File: config.mk
export PLATFORM = sky130hd
export DESIGN_NAME = iam_mapper
export DESIGN_NICKNAME = d
export VERILOG_FILES = /design/src/iam_pkg.sv /design/src/iam_mapper.sv /design/src/iam_decode.sv
export SDC_FILE = /design/constraint.sdc
export NUM_CORES = 1
export LEC_CHECK = 0
export BUFFER_PORTS_ARGS = -buffer_cell sky130_fd_sc_hd__clkbuf_2
export CORE_MARGIN = 1.5
export CORE_UTILIZATION = 60
export CTS_CLUSTER_SIZE = 16
export DETAILED_ROUTE_END_ITERATION = 12
export GPL_ROUTABILITY_DRIVEN = 0
export GPL_TIMING_DRIVEN = 0
export PLACE_DENSITY = 0.85
export SLEW_MARGIN = 20
export SYNTH_ARGS = -nofsm -noshare
export SYNTH_HDL_FRONTEND = slang
export SYNTH_SLANG_ARGS = --single-unit
File: constraint.sdc
create_clock -name mclk -period 47.7 [get_ports mclk]
set_input_delay 14.31 -clock mclk [delete_from_list [all_inputs] [get_ports mclk]]
set_output_delay 14.31 -clock mclk [all_outputs]
set_load 0.03 [all_outputs]
File: src/iam_pkg.sv
// shared constants for the indirect address mapper
package iam_pkg;
  // ==========================================================
  // pointer regions
  localparam logic [15:0] LIN_BASE = 16'h2000;
  localparam logic [15:0] LIN_LAST = 16'h29af;
  localparam logic [6:0] GPR_BYTES = 7'h50;
  localparam logic [6:0] GPR_START = 7'h20;
  localparam int BANK_SPAN = 128;
  // ==========================================================
  // register offsets within a bank
  localparam logic [6:0] PORT0_OFS = 7'h00;
  localparam logic [6:0] PORT1_OFS = 7'h01;
  localparam logic [6:0] PTR0_LO_OFS = 7'h04;
  localparam logic [6:0] PTR0_HI_OFS = 7'h05;
  localparam logic [6:0] PTR1_LO_OFS = 7'h06;
  localparam logic [6:0] PTR1_HI_OFS = 7'h07;
  // ==========================================================
  // widths and reset values
  localparam int DADDR_W = 12;
  localparam int FADDR_W = 15;
  localparam logic [7:0] PTR_RST = 8'h00;
  localparam logic [7:0] READ_ZERO = 8'h00;
  localparam int FLASH_EXTRA_CYC = 1;
  typedef enum logic [1:0] {IAM_TRAD, IAM_LIN, IAM_FLASH, IAM_VOID} iam_region_e;
endpackage

File: src/iam_mapper.sv
// indirect address mapper: pointer registers and indirect port redirection
// ==========================================================
// Summary of operation
// - the indirect ports store nothing; each access goes to the location the pointer selects
// - a pointer aimed at an indirect port reads zero and writes nothing
// - each pointer is its high byte and low byte joined into 16 bits
// - pointer 0x2000 to 0x29af is a linear window over the ram blocks of banks 0 to 30
// - unimplemented locations reached through the window read 0x00
// - the window runs straight from one bank's last ram byte to the next bank's first
// - the 16 shared common bytes never appear in the window
// - with the pointer msb set the low 15 bits address a program flash word
// - flash reads through the port return the low 8 bits of the word
// - writes through the port never change flash
// - a flash access through the port takes one extra instruction cycle
// - each bank's general purpose ram block is 80 bytes
// - ports and pointer bytes sit at the same low offsets in every bank, port 0 at 000h
`timescale 1ns/10ps
module iam_mapper
  import iam_pkg::*;
(
  input wire logic mclk,
  input wire logic reset,
  input wire logic cpu_req,
  input wire logic cpu_we,
  input wire logic [iam_pkg::DADDR_W-1:0] cpu_addr,
  input wire logic [7:0] cpu_wdata,
  output logic [7:0] cpu_rdata,
  output logic cpu_ack,
  output logic mem_req,
  output logic mem_we,
  output logic [iam_pkg::DADDR_W-1:0] mem_addr,
  output logic [7:0] mem_wdata,
  input wire logic [7:0] mem_rdata,
  input wire logic mem_impl,
  output logic flash_req,
  output logic [iam_pkg::FADDR_W-1:0] flash_addr,
  input wire logic [13:0] flash_rdata
);
  import iam_pkg::*;
  // ==========================================================
  // pointer registers
  logic [7:0] ptr_lo [2];
  logic [7:0] ptr_hi [2];
  logic [7:0] next_ptr_lo [2];
  logic [7:0] next_ptr_hi [2];
  logic [6:0] ofs;
  logic is_port;
  logic sel;
  logic [15:0] ptr;
  iam_region_e region;
  logic [DADDR_W-1:0] daddr;
  logic [FADDR_W-1:0] faddr;
  logic self_ref;
  logic ptr_hit;
  logic [6:0] wofs;
  logic flash_wait;
  logic next_flash_wait;
  assign ofs = cpu_addr[6:0];
  assign is_port = (ofs == PORT0_OFS) || (ofs == PORT1_OFS);
  assign sel = (ofs == PORT1_OFS);
  assign ptr = {ptr_hi[sel], ptr_lo[sel]};
  // a port write that lands on a pointer byte reloads that pointer too
  assign wofs = mem_addr[6:0];
  assign ptr_hit = mem_req && mem_we && wofs >= PTR0_LO_OFS && wofs <= PTR1_HI_OFS;
  iam_decode iam_decode_inst (
    .ptr(ptr),
    .region(region),
    .daddr(daddr),
    .faddr(faddr),
    .self_ref(self_ref)
  );
  always_comb
  begin
    next_ptr_lo = ptr_lo;
    next_ptr_hi = ptr_hi;
    // pointer bytes also go on to memory, so a direct read returns them
    if (ptr_hit)
    begin
      unique case (wofs)
        PTR0_LO_OFS: next_ptr_lo[0] = cpu_wdata;
        PTR0_HI_OFS: next_ptr_hi[0] = cpu_wdata;
        PTR1_LO_OFS: next_ptr_lo[1] = cpu_wdata;
        default: next_ptr_hi[1] = cpu_wdata;
      endcase
    end
  end
  always_ff @(posedge mclk)
  begin
    if (reset)
    begin
      ptr_lo <= '{PTR_RST, PTR_RST};
      ptr_hi <= '{PTR_RST, PTR_RST};
    end
    else
    begin
      ptr_lo <= next_ptr_lo;
      ptr_hi <= next_ptr_hi;
    end
  end
  // ==========================================================
  // flash stall: the first cycle requests, the second answers
  always_comb
  begin
    next_flash_wait = 1'b0;
    if (cpu_req && is_port && region == IAM_FLASH && !flash_wait)
    begin
      next_flash_wait = 1'b1;
    end
  end
  always_ff @(posedge mclk)
  begin
    if (reset)
    begin
      flash_wait <= 1'b0;
    end
    else
    begin
      flash_wait <= next_flash_wait;
    end
  end
  // ==========================================================
  // redirection; port accesses never touch storage of their own
  always_comb
  begin
    mem_req = 1'b0;
    mem_we = 1'b0;
    mem_addr = cpu_addr;
    mem_wdata = cpu_wdata;
    flash_req = 1'b0;
    flash_addr = faddr;
    cpu_rdata = mem_rdata;
    cpu_ack = cpu_req;
    if (cpu_req && is_port)
    begin
      mem_addr = daddr;
      unique case (region)
        IAM_FLASH:
        begin
          flash_req = 1'b1;
          cpu_ack = flash_wait;
          cpu_rdata = flash_rdata[7:0];
        end
        IAM_VOID:
        begin
          cpu_rdata = READ_ZERO;
        end
        default:
        begin
          if (self_ref)
          begin
            cpu_rdata = READ_ZERO;
          end
          else
          begin
            mem_req = 1'b1;
            mem_we = cpu_we;
            // memory may leave its holes undriven, so they are zeroed here
            cpu_rdata = mem_impl ? mem_rdata : READ_ZERO;
          end
        end
      endcase
    end
    else if (cpu_req)
    begin
      mem_req = 1'b1;
      mem_we = cpu_we;
    end
  end
  // ==========================================================
  // checks
  flash_stall_a: assert property (@(posedge mclk) disable iff (reset)
    cpu_req && is_port && region == IAM_FLASH && !flash_wait |-> !cpu_ack ##1 flash_wait)
    else $error("flash access not stalled one cycle");
  flash_ack_a: assert property (@(posedge mclk) disable iff (reset)
    cpu_req && is_port && region == IAM_FLASH && flash_wait |-> cpu_ack)
    else $error("flash access not answered in its second cycle");
  self_zero_a: assert property (@(posedge mclk) disable iff (reset)
    cpu_req && is_port && self_ref && region != IAM_FLASH |-> cpu_rdata == 8'h00 && !mem_req)
    else $error("self reference not zeroed");
  flash_nowrite_a: assert property (@(posedge mclk) disable iff (reset)
    flash_req |-> !mem_we)
    else $error("flash access wrote memory");
  flash_low_a: assert property (@(posedge mclk) disable iff (reset)
    flash_req && cpu_ack |-> cpu_rdata == flash_rdata[7:0] && flash_addr == ptr[14:0])
    else $error("flash read data wrong");
  ptr_write_a: assert property (@(posedge mclk) disable iff (reset)
    cpu_req && cpu_we && ofs == PTR0_HI_OFS |=> ptr_hi[0] == $past(cpu_wdata))
    else $error("pointer high byte not loaded");
  ind_ptr_a: assert property (@(posedge mclk) disable iff (reset)
    cpu_req && cpu_we && is_port && mem_req && daddr[6:0] == PTR1_LO_OFS
    |=> ptr_lo[1] == $past(cpu_wdata))
    else $error("port write to pointer byte lost");
  direct_pass_a: assert property (@(posedge mclk) disable iff (reset)
    cpu_req && !is_port |-> mem_req && cpu_ack && mem_addr == cpu_addr)
    else $error("direct access not passed to memory");
  lin_first_a: assert property (@(posedge mclk) disable iff (reset)
    cpu_req && is_port && ptr == 16'h2050 |-> mem_addr == 12'h0a0)
    else $error("window not continuous across banks");
  lin_base_a: assert property (@(posedge mclk) disable iff (reset)
    cpu_req && is_port && ptr == 16'h2000 |-> mem_addr == 12'h020 && mem_req)
    else $error("window base misplaced");
  lin_last_a: assert property (@(posedge mclk) disable iff (reset)
    cpu_req && is_port && ptr == 16'h29af |-> mem_addr == 12'hf6f && mem_req)
    else $error("window end misplaced");
  trad_map_a: assert property (@(posedge mclk) disable iff (reset)
    cpu_req && is_port && region == IAM_TRAD && !self_ref |-> mem_req && mem_addr == ptr[11:0])
    else $error("direct region not mapped");
  void_zero_a: assert property (@(posedge mclk) disable iff (reset)
    cpu_req && is_port && ptr == 16'h29b0 |-> cpu_rdata == 8'h00 && !mem_req)
    else $error("gap region not zero");
  void_nowrite_a: assert property (@(posedge mclk) disable iff (reset)
    cpu_req && is_port && region == IAM_VOID |-> !mem_req && !mem_we)
    else $error("gap region reached memory");
  unimpl_zero_a: assert property (@(posedge mclk) disable iff (reset)
    mem_req && !mem_impl && is_port && !cpu_we |-> cpu_rdata == 8'h00)
    else $error("unimplemented read not zero");
  // cover points for the main access kinds
  cov_flash_c: cover property (@(posedge mclk) flash_req ##1 cpu_ack);
  cov_lin_c: cover property (@(posedge mclk) mem_req && is_port && region == IAM_LIN);
  cov_self_c: cover property (@(posedge mclk) cpu_req && self_ref);
  cov_void_c: cover property (@(posedge mclk) cpu_req && is_port && region == IAM_VOID);
endmodule // iam_mapper

File: src/iam_decode.sv
// pointer-to-target decoder for the indirect data port
`timescale 1ns/10ps
module iam_decode
  import iam_pkg::*;
(
  input wire logic [15:0] ptr,
  output iam_pkg::iam_region_e region,
  output logic [iam_pkg::DADDR_W-1:0] daddr,
  output logic [iam_pkg::FADDR_W-1:0] faddr,
  output logic self_ref
);
  import iam_pkg::*;
  logic [15:0] ofs;
  logic [15:0] bank;
  logic [15:0] rem;
  logic [15:0] tgt;
  always_comb
  begin
    ofs = ptr - LIN_BASE;
    bank = ofs / {9'h000, GPR_BYTES};
    rem = ofs % {9'h000, GPR_BYTES};
    tgt = 16'(bank * 16'(BANK_SPAN)) + {9'h000, GPR_START} + rem;
    faddr = ptr[FADDR_W-1:0];
    daddr = ptr[DADDR_W-1:0];
    region = IAM_VOID;
    if (ptr[15])
    begin
      region = IAM_FLASH;
    end
    else if (ptr >= LIN_BASE && ptr <= LIN_LAST)
    begin
      region = IAM_LIN;
      daddr = tgt[DADDR_W-1:0];
    end
    else if (ptr < LIN_BASE)
    begin
      region = IAM_TRAD;
    end
    self_ref = (region != IAM_FLASH) && (region != IAM_VOID)
      && (daddr[6:0] == PORT0_OFS || daddr[6:0] == PORT1_OFS);
  end
endmodule // iam_decode

After elaboration in Yosys (flattened, before gate mapping)

Index checks and enable logic that the tools add are counted.

Register bits: 33
Bits in latches: 0
Bits in writable memories: 0
Bits in read-only memories: 0
Output and inout port bits: 47
Memories: 0

Add/subtract/negate cells: 3
Multipliers: 0
Divide/modulo/power cells: 2
$lt $le $gt $ge: 6
Equality and inequality tests: 9
Shift operators: 0
Muxes and demuxes: 29
Bitwise operators: 2
Reduce and logical (&&, ||, !) cells: 20

Operators by type and width:

| cell                   | count |
|---|---|
| $mux 8                 | 9 |
| $mux 12                | 3 |
| $eq 7x3->1 const B     | 3 |
| $div 16x7->16 const B  | 1 |
| $ge 16x14->1 const B   | 1 |
| $le 16x14->1 const B   | 1 |
| $lt 16x14->1 const B   | 1 |
| $mod 16x7->16 const B  | 1 |
| $pmux 8 s2             | 1 |
| $sub 16x14->16 const B | 1 |
| $eq 7x1->1 const B     | 2 |
| $logic_not 7->1        | 2 |
| $mux 1                 | 13 |
| $add 12x12->12         | 1 |
| $add 12x6->12 const B  | 1 |
| $logic_and 1x1->1      | 9 |
| $reduce_and 2->1       | 4 |
| $ge 7x3->1 const B     | 1 |
| $le 7x3->1 const B     | 1 |
| $mux 2                 | 3 |
| $eq 2x2->1 const B     | 2 |
| $ne 2x2->1 const B     | 2 |
| $reduce_or 3->1        | 1 |
| $ge 2x2->1 const B     | 1 |
| other kinds (5)        | 6 |

Logic depth before layout (Yosys ltp)

Word-level depth: 21
Gate-level depth with buffers: 42

Modules after synthesis

From an unflattened synthesis, not the netlist that was laid out.

Cell total of the unflattened synthesis: 596
Area, all modules: 4470.5 um2

Modules (own cells, without submodules):

| module     | instances | cells an instance | area each (um2) | sequential area each (um2) |
|---|---|---|---|---|
| iam_decode | 1         | 398               | 2578.7          | 0.0 |
| iam_mapper | 1         | 198               | 1891.8          | 660.6 |

Least setup slack after synthesis

No wires, ideal clock.

Kind: input port to output port
Start: input port cpu_addr[2] (netlist name)
End: output port cpu_rdata[0]
Arrival time: 22.626 ns
Required time: 33.390 ns
Path slack: 10.764 ns
Stages on the path: 36
Path through: nor4_2 nand2_1 buf_2 clkbuf_1 mux2i_1 ha_1 nor2b_1 a2bb2oi_1 nor2_1 or4_1 a31oi_2 a22oi_1 buf_4 a32oi_1 o32ai_2 nor3_4 mux2_1 a311oi_1 buf_4 a21boi_4 o211ai_4 nor3_4 inv_2 o21a_2 nor2_4 inv_2 and3_1 o31a_1 or3_1 ha_1 nor2_1 o211a_1 nor4b_1 nor2_1 a31o_2 a22o_1

Cells in the longest elaborated chain, start to end: 16

RTL lines:

| element                                              | line                               | source |
|---|---|---|
| start: declaration                                   | iam_mapper.sv:25                   | `input wire logic [iam_pkg::DADDR_W-1:0] cpu_addr,` |
| $eq 7x1->1                                           | iam_mapper.sv:59, iam_mapper.sv:60 |  |
| $not 1->2 (not written as such)                      | iam_mapper.sv:61                   | `assign ptr = {ptr_hi[sel], ptr_lo[sel]};` |
| $mux 8 (not written as such) (3 in series)           | iam_mapper.sv:61                   |  |
| $sub 16x14->16                                       | iam_decode.sv:19                   | `ofs = ptr - LIN_BASE;` |
| $mod 16x7->16                                        | iam_decode.sv:21                   | `rem = ofs % {9'h000, GPR_BYTES};` |
| $add 12x12->12                                       | iam_decode.sv:22                   | `tgt = 16'(bank * 16'(BANK_SPAN)) + {9'h000, GPR_START} + rem;` |
| $mux 12                                              | iam_decode.sv:30                   | `else if (ptr >= LIN_BASE && ptr <= LIN_LAST)` |
| $mux 12                                              | iam_decode.sv:26                   | `if (ptr[15])` |
| $eq 7x1->1 / $logic_not 7->1 (equally long branches) | iam_decode.sv:40                   | `&& (daddr[6:0] == PORT0_OFS \|\| daddr[6:0] == PORT1_OFS);` |
| $logic_or 1x1->1                                     | iam_decode.sv:40                   |  |
| $logic_and 1x1->1                                    | iam_decode.sv:40                   |  |
| $mux 8                                               | iam_mapper.sv:149                  | `if (self_ref)` |
| $pmux 8 s2                                           | iam_mapper.sv:136                  | `unique case (region)` |
| $mux 8 (*)                                           | iam_mapper.sv:133                  | `if (cpu_req && is_port)` |
| end: declaration                                     | iam_mapper.sv:27                   | `output logic [7:0] cpu_rdata,` |

Mark *: on every way between the ends. The rest lies on a longest branch, timed or not. The select of a mux whose other input is x is not followed.

Worst setup path after layout

Start: input port cpu_addr[2] (netlist name)
End: output port cpu_rdata[1]

Same word-level chain as after synthesis.

==> results.md <==
* Clock Sinks at 33
* Total of buffers placed on input and output ports at 87
* Vias after detailed routing at 5920
* Postcts setup bufs at 0
* CTS tree: yes
* Global route total overflow at 0
* Peak ir drop on the vdd network at 20.8 uV
* Antenna violations before repair at 0
* Average wire per cell in the routed design at 18.2 um
* Post-CTS sizing at 0
* Met2 GRT Util at 61.1%
* Die X-Extent at 94.1 um
* Path depth of the worst reg2reg path at 34
* Cell type with the largest total area after synthesis: dfxtp_1
* CTS Root Buffer Type: clkbuf_8
* Fin Clk Skew at 0.00796 ns
* Number of nets with antenna violations after routing at 0
* Critical R2R Launch: ptr_hi[5]
* Reported leakage power at 2.50 nW
* Endpoint, Worst Hold: flash_wait
* Largest net degree at the start of global routing at 12
* Total track usage at 36.4%
* Slowest stage cell, crit path: nor4_2
* Max-slew violation total from the final report at 0
* Endpoint required time on the critical path at 33.39 ns
* Vert. Die Dim at 94.1 um
* Global-route wire length before repair at 25900 um
* Commonest cells in the synthesized netlist: nand2_1, nand2b_1, mux2i_1, a21oi_1, nor2_1
* Filler Cells Inserted at 670
* Level count of the clock H-tree at 2
* Wirelength, routed at 15900 um
* Remaining max-slew budget at the tightest pin at 35.2%
* Effective utilization at floorplan at 61.2%
* CP Launch Type: input port
* Number of flip-flops and latches in the synthesized netlist at 33
* Ratio of final minimum period to clock period at 81.5%
* Setup repair after global routing missed its margin: no
* Asr flop ratio synth at 0%
* DRC Markers at 0
* Longest individual stage delay on the worst path at 0.64 ns
* Number of synthesized flops with an enable pin at 0
* Clock slew at reported path FFs at 0.07 ns
* Layout cells sized above 1 at 21.6%
* Total power per unit cell area at 14.1 mW/mm^2
* Area of the mapped netlist at 0.00498 sq mm
* Min-Delay Startpoint: flash_wait
* Final total negative setup slack at 0 ns
* Arrival @ worst endpoint at 24.58 ns
* Fraction of post-synthesis cell area in the top cell type by area at 13.3%
* Register area at 661 sq um
* Area growth syn-to-layout at 13.3%
* Mapped Nets at 727
* Vias in the first global route at 5449
* Length of the first detailed-routing pass in iterations at 6
* Core Box Area at 0.00813 sq mm
* Hold Path Stages at 1
* Sequential-to-total area share from yosys stat at 13.3%
* Maximum Capacitance Violations at 0
* Final Net Count at 821
* Synth Warn # at 0
* Start-to-end type of the worst setup path: in2out
* Buffers and inverters on the worst path at 7
* Slew at the pin with the worst max-slew slack at 0.945 ns
* Buffers from clock root to sink, at most at 2
* Mean area per synthesized cell at 7.38 sq um
* Post-synth cell types at 96
* Endpoint class of the critical path: output pin
* Half-perimeter wire length of the detailed placement result at 12600 um
* Post-layout power at 79.4 uW
* Hold Violations, Final at 0
* Met3 track utilization from global routing at 6.15%
* I/O pin total at 94
* Count of inserted antenna diode cells at 0
* Num CTS Buffers at 5
* Synth Instances at 674
* Classification of the worst-slack hold path: reg2reg
* Rows at 33
* Most frequently used cell type in the post-synthesis netlist: nand2_1
* Top cell family by delay on the critical path: simple AND/OR/NAND/NOR gates
* Final hold slack at 0.461 ns
* Multi-input combinational cell area at 0.00402 sq mm
* Worst setup slack for register-to-register paths at 38.26 ns
* Worst path most repeated cell: nor2_1
* Post-synth top flop: dfxtp_1
* Top Usage Layer GRT: met2
* Final cell count without fillers at 874
* Maximum net fanout on the critical path at 10
* Minimum period implied by the final worst setup slack at 38.89 ns
* Highest Clock Rate at 25.7 MHz
* Area contributors post-synth: dfxtp_1, mux2i_1, nand2b_1
* Number of hold-repair buffers added at the cts stage at 0
* Ratio of routed vias to standard cells at 6.77
* Run status: complete, no violations
* Number of setup violations in the final report at 0
* Number of instances in the placed design at 866
* Pre-CTS setup slack at 9.00 ns
* Endpoint of the worst register-to-register path: ptr_hi[9]
* Later-pin clock latency in the skew report at 0.30 ns
* Final setup slack of the worst path at 8.81 ns
* Violation count after the first detailed-routing iteration at 567
* Floorplan die area at 0.00885 sq mm
* Met1 Usage GRT at 45.2%
[per-stage QoR]
| step | util, % | area (sq um) |
|---|---|---|
| after floorplan | - | 4980 |
| after global routing | 69.3 | 5640 |
| after detailed placement | 68.2 | 5540 |
| final | 69.3 | 5640 |
| after global placement | 68.2 | 5540 |
| after CTS | 69.3 | 5640 |
[worst max-delay path by stage]
stage	startpoint	endpoint	slack (ns)	cells after the start
after floorplan	cpu_addr[2]	cpu_rdata[0]	10.76	36
after global placement	cpu_addr[2]	cpu_rdata[7]	9.22	37
after detailed placement	cpu_addr[2]	cpu_rdata[0]	9.00	37
after CTS	cpu_addr[2]	cpu_rdata[0]	8.99	37
after global routing	cpu_addr[2]	cpu_rdata[0]	8.06	38
final	cpu_addr[2]	cpu_rdata[1]	8.81	37
[power breakdown]
part,switching [mW],internal (mW)
clock network,0.0112,0.0117
registers,0.0000323,0.0276
logic,0.0175,0.0115
total,0.0287,0.0507
[layout make-up]
cell class	instances	area share, %
plain buffers	38	3.66
clock buffers	6	1.46
clock inverters	2	0.244
inverters	23	1.53
multi-input cells	580	71.3
flip-flops and latches	33	11.7
well taps	105	2.33
repair buffers	87	7.72
[routing by layer]
layer  up-vias  wire (um)
met1      2741       6500
met5         -          0
met4         0        592
met2       324       7520
li1       2797          -
met3        58       1300
[cells in the final DEF (no fill, tap or decap), drive strengths merged, types with 15 or more instances in the layout]
cell,synthesis,final
o21ai,34,34
mux2i,46,46
nand2b,47,47
inv,19,19
dfxtp,33,33
buf,22,22
clkbuf,16,109
nor4,15,15
nand2,59,59
nand3,28,28
nor2,40,40
nor3,35,35
a31oi,16,16
a21oi,41,41
[logic make-up after synthesis]
| kind of cell | synth area share [%] |
|---|---|
| muxes | 9.93 |
| adders and majority gates | 1.51 |
| and+or+nand+nor | 34.1 |
| xor gates and xnor gates | 1.58 |
| AOI/OAI and AO/OA | 33.8 |
| DFF | 13.3 |
| buffers and inverters | 5.88 |
[registers in the layout, indices dropped and copies added (netlist names)]
register / cells
ptr_hi: 16
ptr_lo: 16
flash_wait: 1
Note: power is estimated with default switching activity, not from simulation.
